==> config.mk <==
export PLATFORM = sky130hd
export DESIGN_NAME = audio_adc_irq_and_gpi_monitor
export DESIGN_NICKNAME = d
export VERILOG_FILES = /design/src/rtl/irq_monitor_pkg.sv /design/src/rtl/level_sync.sv /design/src/rtl/event_latch.sv /design/src/rtl/audio_adc_irq_and_gpi_monitor.sv
export VERILOG_INCLUDE_DIRS = /design/src /design/src/rtl
export SDC_FILE = /design/constraint.sdc
export NUM_CORES = 1
export LEC_CHECK = 0
export BUFFER_PORTS_ARGS = -buffer_cell sky130_fd_sc_hd__clkbuf_2
export CAP_MARGIN = 5
export CORE_MARGIN = 4
export CORE_UTILIZATION = 40
export DETAILED_ROUTE_END_ITERATION = 10
export GPL_ROUTABILITY_DRIVEN = 1
export GPL_TIMING_DRIVEN = 1
export PLACE_DENSITY_LB_ADDON = 0.12
export SKIP_CTS_REPAIR_TIMING = 1
export SYNTH_ARGS = -nofsm -noshare
export SYNTH_HDL_FRONTEND = slang
export SYNTH_SLANG_ARGS = --single-unit
==> constraint.sdc <==
create_clock -name clk -period 2.1 [get_ports clk]
set_clock_uncertainty 0.15 [all_clocks]
set_input_delay 0.21 -clock clk [delete_from_list [all_inputs] [get_ports clk]]
set_output_delay 0.21 -clock clk [all_outputs]
set_load 0.02 [all_outputs]
==> src/rtl/irq_monitor_map.svh <==
// register offsets, field positions, reset values and timing constants
`ifndef IRQ_MONITOR_MAP_SVH
`define IRQ_MONITOR_MAP_SVH

`define ADDR_GENERAL_INPUT_LEVELS  8'h2F
`define ADDR_INTERRUPT_SETUP       8'h32
`define ADDR_INTERRUPT_SOURCE_MASK 8'h33
`define ADDR_LATCHED_EVENT_FLAGS   8'h36

`define SETUP_POL_BIT    7
`define SETUP_MODE_HI    6
`define SETUP_MODE_LO    5
`define SETUP_FILT_BIT   2
`define SETUP_RESET      8'h00

`define SRC_CLKERR_BIT   7
`define SRC_PLL_BIT      6
`define SRC_LO_BIT       6
`define MASK_RESET       8'hFF
`define LATCH_RESET      8'h00

`define MON_HI_BIT       7
`define MON_LO_BIT       4

`define FUNC_GPI         3'h1

`define MODE_LEVEL       2'h0
`define MODE_RESERVED    2'h1
`define MODE_REPEAT      2'h2
`define MODE_ONESHOT     2'h3

`define CLK_PERIOD_NS    10
`define IRQ_PULSE_NS     2000000
`define IRQ_PERIOD_NS    4000000

`endif

==> src/rtl/irq_monitor_pkg.sv <==
// types shared by the interrupt and input monitor block
package irq_monitor_pkg;

  typedef struct packed {
    logic       wr;
    logic       rd;
    logic [7:0] addr;
    logic [7:0] wdata;
  } reg_req_t;

  typedef struct packed {
    logic       valid;
    logic [7:0] data;
  } reg_rsp_t;

  typedef struct packed {
    logic       pol;
    logic [1:0] mode;
    logic       filt;
  } irq_setup_t;

  typedef enum logic [1:0] {PS_IDLE, PS_ON, PS_OFF} pulse_state_t;

endpackage

==> src/rtl/level_sync.sv <==
// two-flop synchroniser for asynchronous input pins
module level_sync #(
  parameter int W = 4
) (
  // clock and reset
  input  wire logic         clk,
  input  wire logic         rst_n,
  // levels
  input  wire logic [W-1:0] async_in,
  output logic      [W-1:0] sync_out
);

  logic [W-1:0] meta_ff;

  always_ff @(posedge clk or negedge rst_n) begin
    if (!rst_n) begin
      meta_ff  <= '0;
      sync_out <= '0;
    end else begin
      meta_ff  <= async_in;
      sync_out <= meta_ff;
    end
  end

endmodule

==> src/rtl/event_latch.sv <==
// one sticky event flag, set wins over clear
module event_latch (
  // clock and reset
  input  wire logic clk,
  input  wire logic rst_n,
  // control
  input  wire logic set,
  input  wire logic clr,
  output logic      flag_ff
);

  always_ff @(posedge clk or negedge rst_n) begin
    if (!rst_n) begin
      flag_ff <= 1'b0;
    end else if (set) begin
      flag_ff <= 1'b1;
    end else if (clr) begin
      flag_ff <= 1'b0;
    end
  end

endmodule

==> src/rtl/audio_adc_irq_and_gpi_monitor.sv <==
// interrupt latches, masks, pin timing and general input monitor
`include "irq_monitor_map.svh"

module audio_adc_irq_and_gpi_monitor #(
  parameter int PULSE_CYCLES  = `IRQ_PULSE_NS / `CLK_PERIOD_NS,
  parameter int PERIOD_CYCLES = `IRQ_PERIOD_NS / `CLK_PERIOD_NS
) (
  // clock and reset
  input  wire logic                      clk,
  input  wire logic                      rst_n,
  // control port
  input  wire irq_monitor_pkg::reg_req_t reg_req,
  output irq_monitor_pkg::reg_rsp_t      reg_rsp,
  // event pulses from device logic
  input  wire logic                      audio_port_clk_err,
  input  wire logic                      pll_lock_evt,
  // general input pins and their function selects
  input  wire logic [3:0]                gpi_pin,
  input  wire logic [2:0]                input1_function_select,
  input  wire logic [2:0]                input2_function_select,
  input  wire logic [2:0]                input3_function_select,
  input  wire logic [2:0]                input4_function_select,
  // interrupt pin
  output logic                           irq_out
);
  import irq_monitor_pkg::*;

  localparam int CNT_W = $clog2(PERIOD_CYCLES + 1);
  localparam logic [CNT_W-1:0] PULSE_LAST = CNT_W'(PULSE_CYCLES - 1);
  localparam logic [CNT_W-1:0] GAP_LAST   = CNT_W'(PERIOD_CYCLES - PULSE_CYCLES - 1);

  // reset release
  logic [1:0] rst_pipe_ff;
  logic       rst_q_n;

  always_ff @(posedge clk or negedge rst_n) begin
    if (!rst_n) begin
      rst_pipe_ff <= 2'h0;
    end else begin
      rst_pipe_ff <= {rst_pipe_ff[0], 1'b1};
    end
  end
  assign rst_q_n = rst_pipe_ff[1];

  // input pins
  logic [3:0] gpi_sync;
  logic [3:0] gpi_is_input;
  logic [3:0] input_level;

  level_sync #(.W(4)) u_gpi_sync (
    .clk      (clk),
    .rst_n    (rst_q_n),
    .async_in (gpi_pin),
    .sync_out (gpi_sync)
  );

  assign gpi_is_input = {input1_function_select == `FUNC_GPI,
                         input2_function_select == `FUNC_GPI,
                         input3_function_select == `FUNC_GPI,
                         input4_function_select == `FUNC_GPI};
  // pin 1 lands in bit 7, pin 4 in bit 4
  assign input_level = {gpi_sync[0], gpi_sync[1], gpi_sync[2], gpi_sync[3]}
                       & gpi_is_input;

  // configuration registers
  irq_setup_t setup_ff;
  logic [7:0] mask_ff;
  logic       wr_setup;
  logic       wr_mask;

  assign wr_setup = reg_req.wr && (reg_req.addr == `ADDR_INTERRUPT_SETUP);
  assign wr_mask  = reg_req.wr && (reg_req.addr == `ADDR_INTERRUPT_SOURCE_MASK);

  always_ff @(posedge clk or negedge rst_q_n) begin
    if (!rst_q_n) begin
      setup_ff <= '0;
    end else if (wr_setup) begin
      setup_ff.pol  <= reg_req.wdata[`SETUP_POL_BIT];
      setup_ff.mode <= reg_req.wdata[`SETUP_MODE_HI:`SETUP_MODE_LO];
      setup_ff.filt <= reg_req.wdata[`SETUP_FILT_BIT];
    end
  end

  always_ff @(posedge clk or negedge rst_q_n) begin
    if (!rst_q_n) begin
      mask_ff <= `MASK_RESET;
    end else if (wr_mask) begin
      mask_ff <= reg_req.wdata; // reserved low bits stay writable
    end
  end

  // event latches, index 1 = clock error (bit 7), 0 = lock (bit 6)
  logic [1:0] evt_in;
  logic [1:0] src_mask;
  logic [1:0] latch_q;
  logic [1:0] latch_seen;
  logic [1:0] latch_clr;
  logic       rd_latch;

  assign evt_in   = {audio_port_clk_err, pll_lock_evt};
  assign src_mask = mask_ff[`SRC_CLKERR_BIT:`SRC_PLL_BIT];
  assign rd_latch = reg_req.rd && (reg_req.addr == `ADDR_LATCHED_EVENT_FLAGS);
  // filter hides masked flags, and a hidden flag is not cleared by the read
  assign latch_seen = setup_ff.filt ? (latch_q & ~src_mask) : latch_q;
  assign latch_clr  = rd_latch ? latch_seen : 2'h0;

  genvar gi;
  generate
    for (gi = 0; gi < 2; gi++) begin : g_src
      event_latch u_latch (
        .clk     (clk),
        .rst_n   (rst_q_n),
        .set     (evt_in[gi]),
        .clr     (latch_clr[gi]),
        .flag_ff (latch_q[gi])
      );
    end
  endgenerate

  // register reads, answer one cycle after the strobe
  logic [7:0] nxt_rd_data;
  reg_rsp_t   rsp_ff;

  always_comb begin
    nxt_rd_data = 8'h00;
    case (reg_req.addr)
      `ADDR_GENERAL_INPUT_LEVELS: begin
        nxt_rd_data[`MON_HI_BIT:`MON_LO_BIT] = input_level;
      end
      `ADDR_INTERRUPT_SETUP: begin
        nxt_rd_data[`SETUP_POL_BIT]                 = setup_ff.pol;
        nxt_rd_data[`SETUP_MODE_HI:`SETUP_MODE_LO]  = setup_ff.mode;
        nxt_rd_data[`SETUP_FILT_BIT]                = setup_ff.filt;
      end
      `ADDR_INTERRUPT_SOURCE_MASK: begin
        nxt_rd_data = mask_ff;
      end
      `ADDR_LATCHED_EVENT_FLAGS: begin
        nxt_rd_data[`SRC_CLKERR_BIT:`SRC_PLL_BIT] = latch_seen;
      end
      default: begin
        nxt_rd_data = 8'h00;
      end
    endcase
  end

  always_ff @(posedge clk or negedge rst_q_n) begin
    if (!rst_q_n) begin
      rsp_ff <= '0;
    end else begin
      rsp_ff.valid <= reg_req.rd;
      if (reg_req.rd) begin
        rsp_ff.data <= nxt_rd_data;
      end
    end
  end
  assign reg_rsp = rsp_ff;

  // interrupt timing
  logic         pending;
  logic         new_evt;
  pulse_state_t state_ff;
  logic [CNT_W-1:0] cnt_ff;
  logic         active_ff;
  logic         nxt_active;

  assign pending = |(latch_q & ~src_mask);
  assign new_evt = |(evt_in & ~src_mask);

  // one-shot pulses ignore events arriving while a pulse is running
  always_ff @(posedge clk or negedge rst_q_n) begin
    if (!rst_q_n) begin
      state_ff <= PS_IDLE;
      cnt_ff   <= '0;
    end else begin
      case (setup_ff.mode)
        `MODE_REPEAT: begin
          case (state_ff)
            PS_IDLE: begin
              if (pending) begin
                state_ff <= PS_ON;
                cnt_ff   <= '0;
              end
            end
            PS_ON: begin
              if (!pending) begin
                state_ff <= PS_IDLE;
              end else if (cnt_ff == PULSE_LAST) begin
                state_ff <= PS_OFF;
                cnt_ff   <= '0;
              end else begin
                cnt_ff <= cnt_ff + 1'b1;
              end
            end
            PS_OFF: begin
              if (!pending) begin
                state_ff <= PS_IDLE;
              end else if (cnt_ff == GAP_LAST) begin
                state_ff <= PS_ON;
                cnt_ff   <= '0;
              end else begin
                cnt_ff <= cnt_ff + 1'b1;
              end
            end
            default: begin
              state_ff <= PS_IDLE;
            end
          endcase
        end
        `MODE_ONESHOT: begin
          case (state_ff)
            PS_ON: begin
              if (cnt_ff == PULSE_LAST) begin
                state_ff <= PS_IDLE;
              end else begin
                cnt_ff <= cnt_ff + 1'b1;
              end
            end
            default: begin
              if (new_evt) begin
                state_ff <= PS_ON;
                cnt_ff   <= '0;
              end else begin
                state_ff <= PS_IDLE;
              end
            end
          endcase
        end
        default: begin
          state_ff <= PS_IDLE;
          cnt_ff   <= '0;
        end
      endcase
    end
  end

  always_comb begin
    case (setup_ff.mode)
      `MODE_LEVEL:   nxt_active = pending;
      `MODE_REPEAT:  nxt_active = pending && (state_ff == PS_ON);
      `MODE_ONESHOT: nxt_active = (state_ff == PS_ON);
      default:       nxt_active = 1'b0; // reserved code keeps the pin idle
    endcase
  end

  always_ff @(posedge clk or negedge rst_q_n) begin
    if (!rst_q_n) begin
      active_ff <= 1'b0;
      irq_out   <= 1'b1;
    end else begin
      active_ff <= nxt_active;
      irq_out   <= setup_ff.pol ? nxt_active : ~nxt_active;
    end
  end

  // checks
  logic [CNT_W:0] on_len_ff;
  logic [1:0]     mode_q;

  always_ff @(posedge clk or negedge rst_q_n) begin
    if (!rst_q_n) begin
      on_len_ff <= '0;
      mode_q    <= `MODE_LEVEL;
    end else begin
      mode_q    <= setup_ff.mode;
      on_len_ff <= active_ff ? on_len_ff + 1'b1 : '0;
    end
  end
endmodule

==> results.py <==
metrics = {
    "outcome": {
        "run_status": "complete, but fails checks",
        "failed_checks": "hold timing, setup timing",
    },
    "timing": {
        "finalMaxSlewViolations": 0,
        "post-route-min-period_ns": 2.317,
        "slew-limit-headroom": 0.6394,
        "setup_repair_after_global_routing_missed_its_margin": "yes",
        "timing.fmax_mhz": 431.6,
        "setup_viol_count_final": 20,
        "worst_hold_slack_ns": -0.005595,
        "hold_viol": 9,
        "setup_total_negative_slack_ns": -2.243,
        "postLayoutSetupSlackWorst_ns": -0.2170,
        "layout_worst_path_cycle_share": 1.103,
        "worst_pin_slew_ns": 0.5336,
    },
    "layout": {
        "layout-drive-gt1-share": 0.3834,
        "sequential_cell_area_sq_um": 1389,
        "syn_to_final_growth_pct": 34.46,
        "postLayoutCoreUtil": 0.5528,
        "n_fill_cell": 609,
        "layout.nets": 415,
        "antenna_cells_inserted": 0,
        "most_common_library_cell_in_the_layout_ignoring_fill_and_taps": "sky130_fd_sc_hd__clkbuf_2",
        "layout.cells.most_common_list": "sky130_fd_sc_hd__clkbuf_2, sky130_fd_sc_hd__dfrtp_1, sky130_fd_sc_hd__buf_4",
        "area_used_by_multi_input_combinational_logic_sq_um": 1380,
    },
    "power_and_ir_drop": {
        "ir_worst_vdd_uv": 352.3,
        "power.total_w": 0.001942,
        "leakagePower_nw": 1.736,
        "power.density_cell_area_nw_per_um2": 519.9,
    },
    "hold_path": {
        "path_class_of_the_lowest_slack_min_delay_path": "register to async pin",
    },
    "logic_synthesis": {
        "synthTopCellsByArea": "sky130_fd_sc_hd__dfrtp_1, sky130_fd_sc_hd__dfstp_2, sky130_fd_sc_hd__mux2_2, sky130_fd_sc_hd__o21ai_0, sky130_fd_sc_hd__o31ai_1",
        "synth-edff-count": 0,
        "yosys.area.top_type": "sky130_fd_sc_hd__dfrtp_1",
        "ys.warnings.count": 0,
        "synth_fp_nets": 317,
        "fraction_of_post_synthesis_cell_area_in_the_top_cell_type_by_area": 0.4144,
        "syn-mean-instance-area_sq_um": 10.14,
        "yosys.cell_types.count": 47,
        "synthesis.area_sq_um": 2778,
        "synthCells": 274,
        "ys_seq_area_frac": 0.4995,
        "async_flop_share": 1.000,
        "ys_ff_latch": 55,
        "ys_dominant_reg_cell": "sky130_fd_sc_hd__dfrtp_1",
    },
    "die": {
        "floorplan.initialDensity": 0.4111,
        "dieArea_sq_um": 8341,
        "die_width_um": 91.33,
        "core_region_area_sq_um": 6756,
        "io_pins": 48,
        "die_h_um": 91.33,
        "fp-row-count": 30,
    },
    "clocking": {
        "cts-buffers-inserted": 5,
        "tritoncts": "built",
        "cts.clk_slew.worst_paths_ns": 0.10,
        "htree_levels": 2,
        "clock_tree.buffer_depth": 2,
        "clock_sinks": 55,
        "worst_skew_pair.late_latency_ns": 0.32,
        "clockRootBuffer": "sky130_fd_sc_hd__clkbuf_8",
    },
    "grt": {
        "grt-busiest-layer": "met2",
        "grt_use_met3": 0.03065,
        "grt_first_pass_wirelength_mm": 10.65,
        "grt_overflow_total": 0,
        "grt_antenna_before_repair": 0,
        "via_count_of_the_first_global_routing_pass": 2171,
        "gr_util_all_layers": 0.1576,
        "globalRouteMet1Util": 0.2281,
        "largest_net_degree_at_the_start_of_global_routing": 45,
        "grt_util_met2": 0.2416,
    },
    "critical_path": {
        "worst_path_required_time_ns": 2.15,
        "critical_path_peak_fanout": 7,
        "critPathLaunchType": "register",
        "worstSetupPathType": "register to register",
        "crit_path_end_kind": "register",
        "critical_path_arrival_ns": 2.37,
    },
    "routing": {
        "wirelength_mm": 6.769,
        "detailedRoute.firstPassIterationCount": 4,
        "drc_errors": 0,
        "first_iter_violations": 127,
        "route.detailed.vias_per_inst": 5.247,
        "antenna_left": 0,
        "vias": 2377,
        "dr_wl_cell_um": 14.94,
    },
    "placement": {
        "rd_place_congestion": 0.7795,
        "io_buffer_count": 47,
        "hpwlAfterDp_mm": 4.662,
    },
    "run": {
        "drv_cap": 0,
    },
}
## power breakdown
group	total [W]	internal, W	switching [W]
Sequential	0.00111	0.00110	0.0000176
Combinational	0.000193	0.0000989	0.0000937
Clock	0.000636	0.000248	0.000388
Total	0.00194	0.00144	0.000499
## cell families (layout without fill, tap and decap cells)
family	Yosys count	count (layout)	synth area share
other	1	1	0.001350
AOI/OAI and AO/OA	77	78	0.1775
muxes	15	15	0.06081
adders and majority gates	5	5	0.02252
and+or+nand+nor	96	96	0.1874
buffers and inverters	24	122	0.04775
DFF	55	55	0.4995
xor gates and xnor gates	1	1	0.003154
## state kept, by name (all words and copies together), names as in the netlist
signal and cells:
cnt_ff 19, state_ff 2, reg_rsp 9, mask_ff 8, rst_pipe_ff 2, u_gpi_sync.meta_ff 4
u_gpi_sync.sync_out 4, setup_ff 4, irq_out 1, g_src.u_latch.flag_ff 2
## through the flow
| step | cell area (sq um) | cells | setup WS [ns] |
|---|---|---|---|
| after global routing | 3735 | 453 | -0.2836 |
| after detailed placement | 3326 | 425 | -0.1481 |
| final | 3735 | 453 | -0.2170 |
| after CTS | 3422 | 433 | -0.1637 |
| after floorplan | 2786 | 274 | 0.02342 |
| after global placement | 3326 | 425 | -0.07193 |
## synthesized netlist by cell type, drive strengths merged (3+ instances only)
cell type,instances
nor2,15
and2b,3
o22ai,6
a31oi,3
nand3,13
o41ai,3
ha,5
or2,3
nand4,5
clkbuf,7
o21ai,29
and2,3
and3,4
inv,12
mux2,15
o31ai,13
dfstp,9
a21oi,11
nor3,6
buf,5
dfrtp,46
nor2b,9
nand2,21
nand2b,4
nor4bb,4
## worst max-delay path: stages (launching register included)
cell	delay (ns)
sky130_fd_sc_hd__dfrtp_1	0.39
sky130_fd_sc_hd__or4b_4	0.55
sky130_fd_sc_hd__nor4_4	0.36
sky130_fd_sc_hd__o211a_4	0.27
sky130_fd_sc_hd__buf_6	0.14
sky130_fd_sc_hd__nor2_1	0.05
sky130_fd_sc_hd__a21oi_1	0.18
sky130_fd_sc_hd__o41ai_2	0.11
## path summary, 6_finish.rpt
kind / from / end / slack (ns) / cells past startpoint
worst max-delay path: cnt_ff[13] / cnt_ff[7] / -0.22 / 7
worst min-delay path: rst_pipe_ff[1] / cnt_ff[12] / -0.006 / 0
worst max register to register: cnt_ff[13] / cnt_ff[7] / -0.22 / 7
worst min register to register: rst_pipe_ff[1] / cnt_ff[12] / -0.006 / 0
max in group asynchronous: rst_pipe_ff[1] / mask_ff[6] / 1.24 / 1
min in group clk: reg_req[16] / reg_rsp[8] / 0.09 / 1
## routing by layer
layer / vias up / part of all wire
met4: 0 / 0.0059
met1: 1147 / 0.48
met3: 4 / 0.028
met2: 38 / 0.48
li1: 1188 / -
met5: - / 0
## layout make-up
class / instances / share of cell area
well taps: 80 / 0.02680
flip-flops and latches: 55 / 0.3719
multi-input cells: 196 / 0.3695
inverters: 12 / 0.01206
clock inverters: 3 / 0.007370
repair buffers: 102 / 0.1940
clock buffers: 5 / 0.01843
No activity file was read; power rests on OpenSTA's default activity.
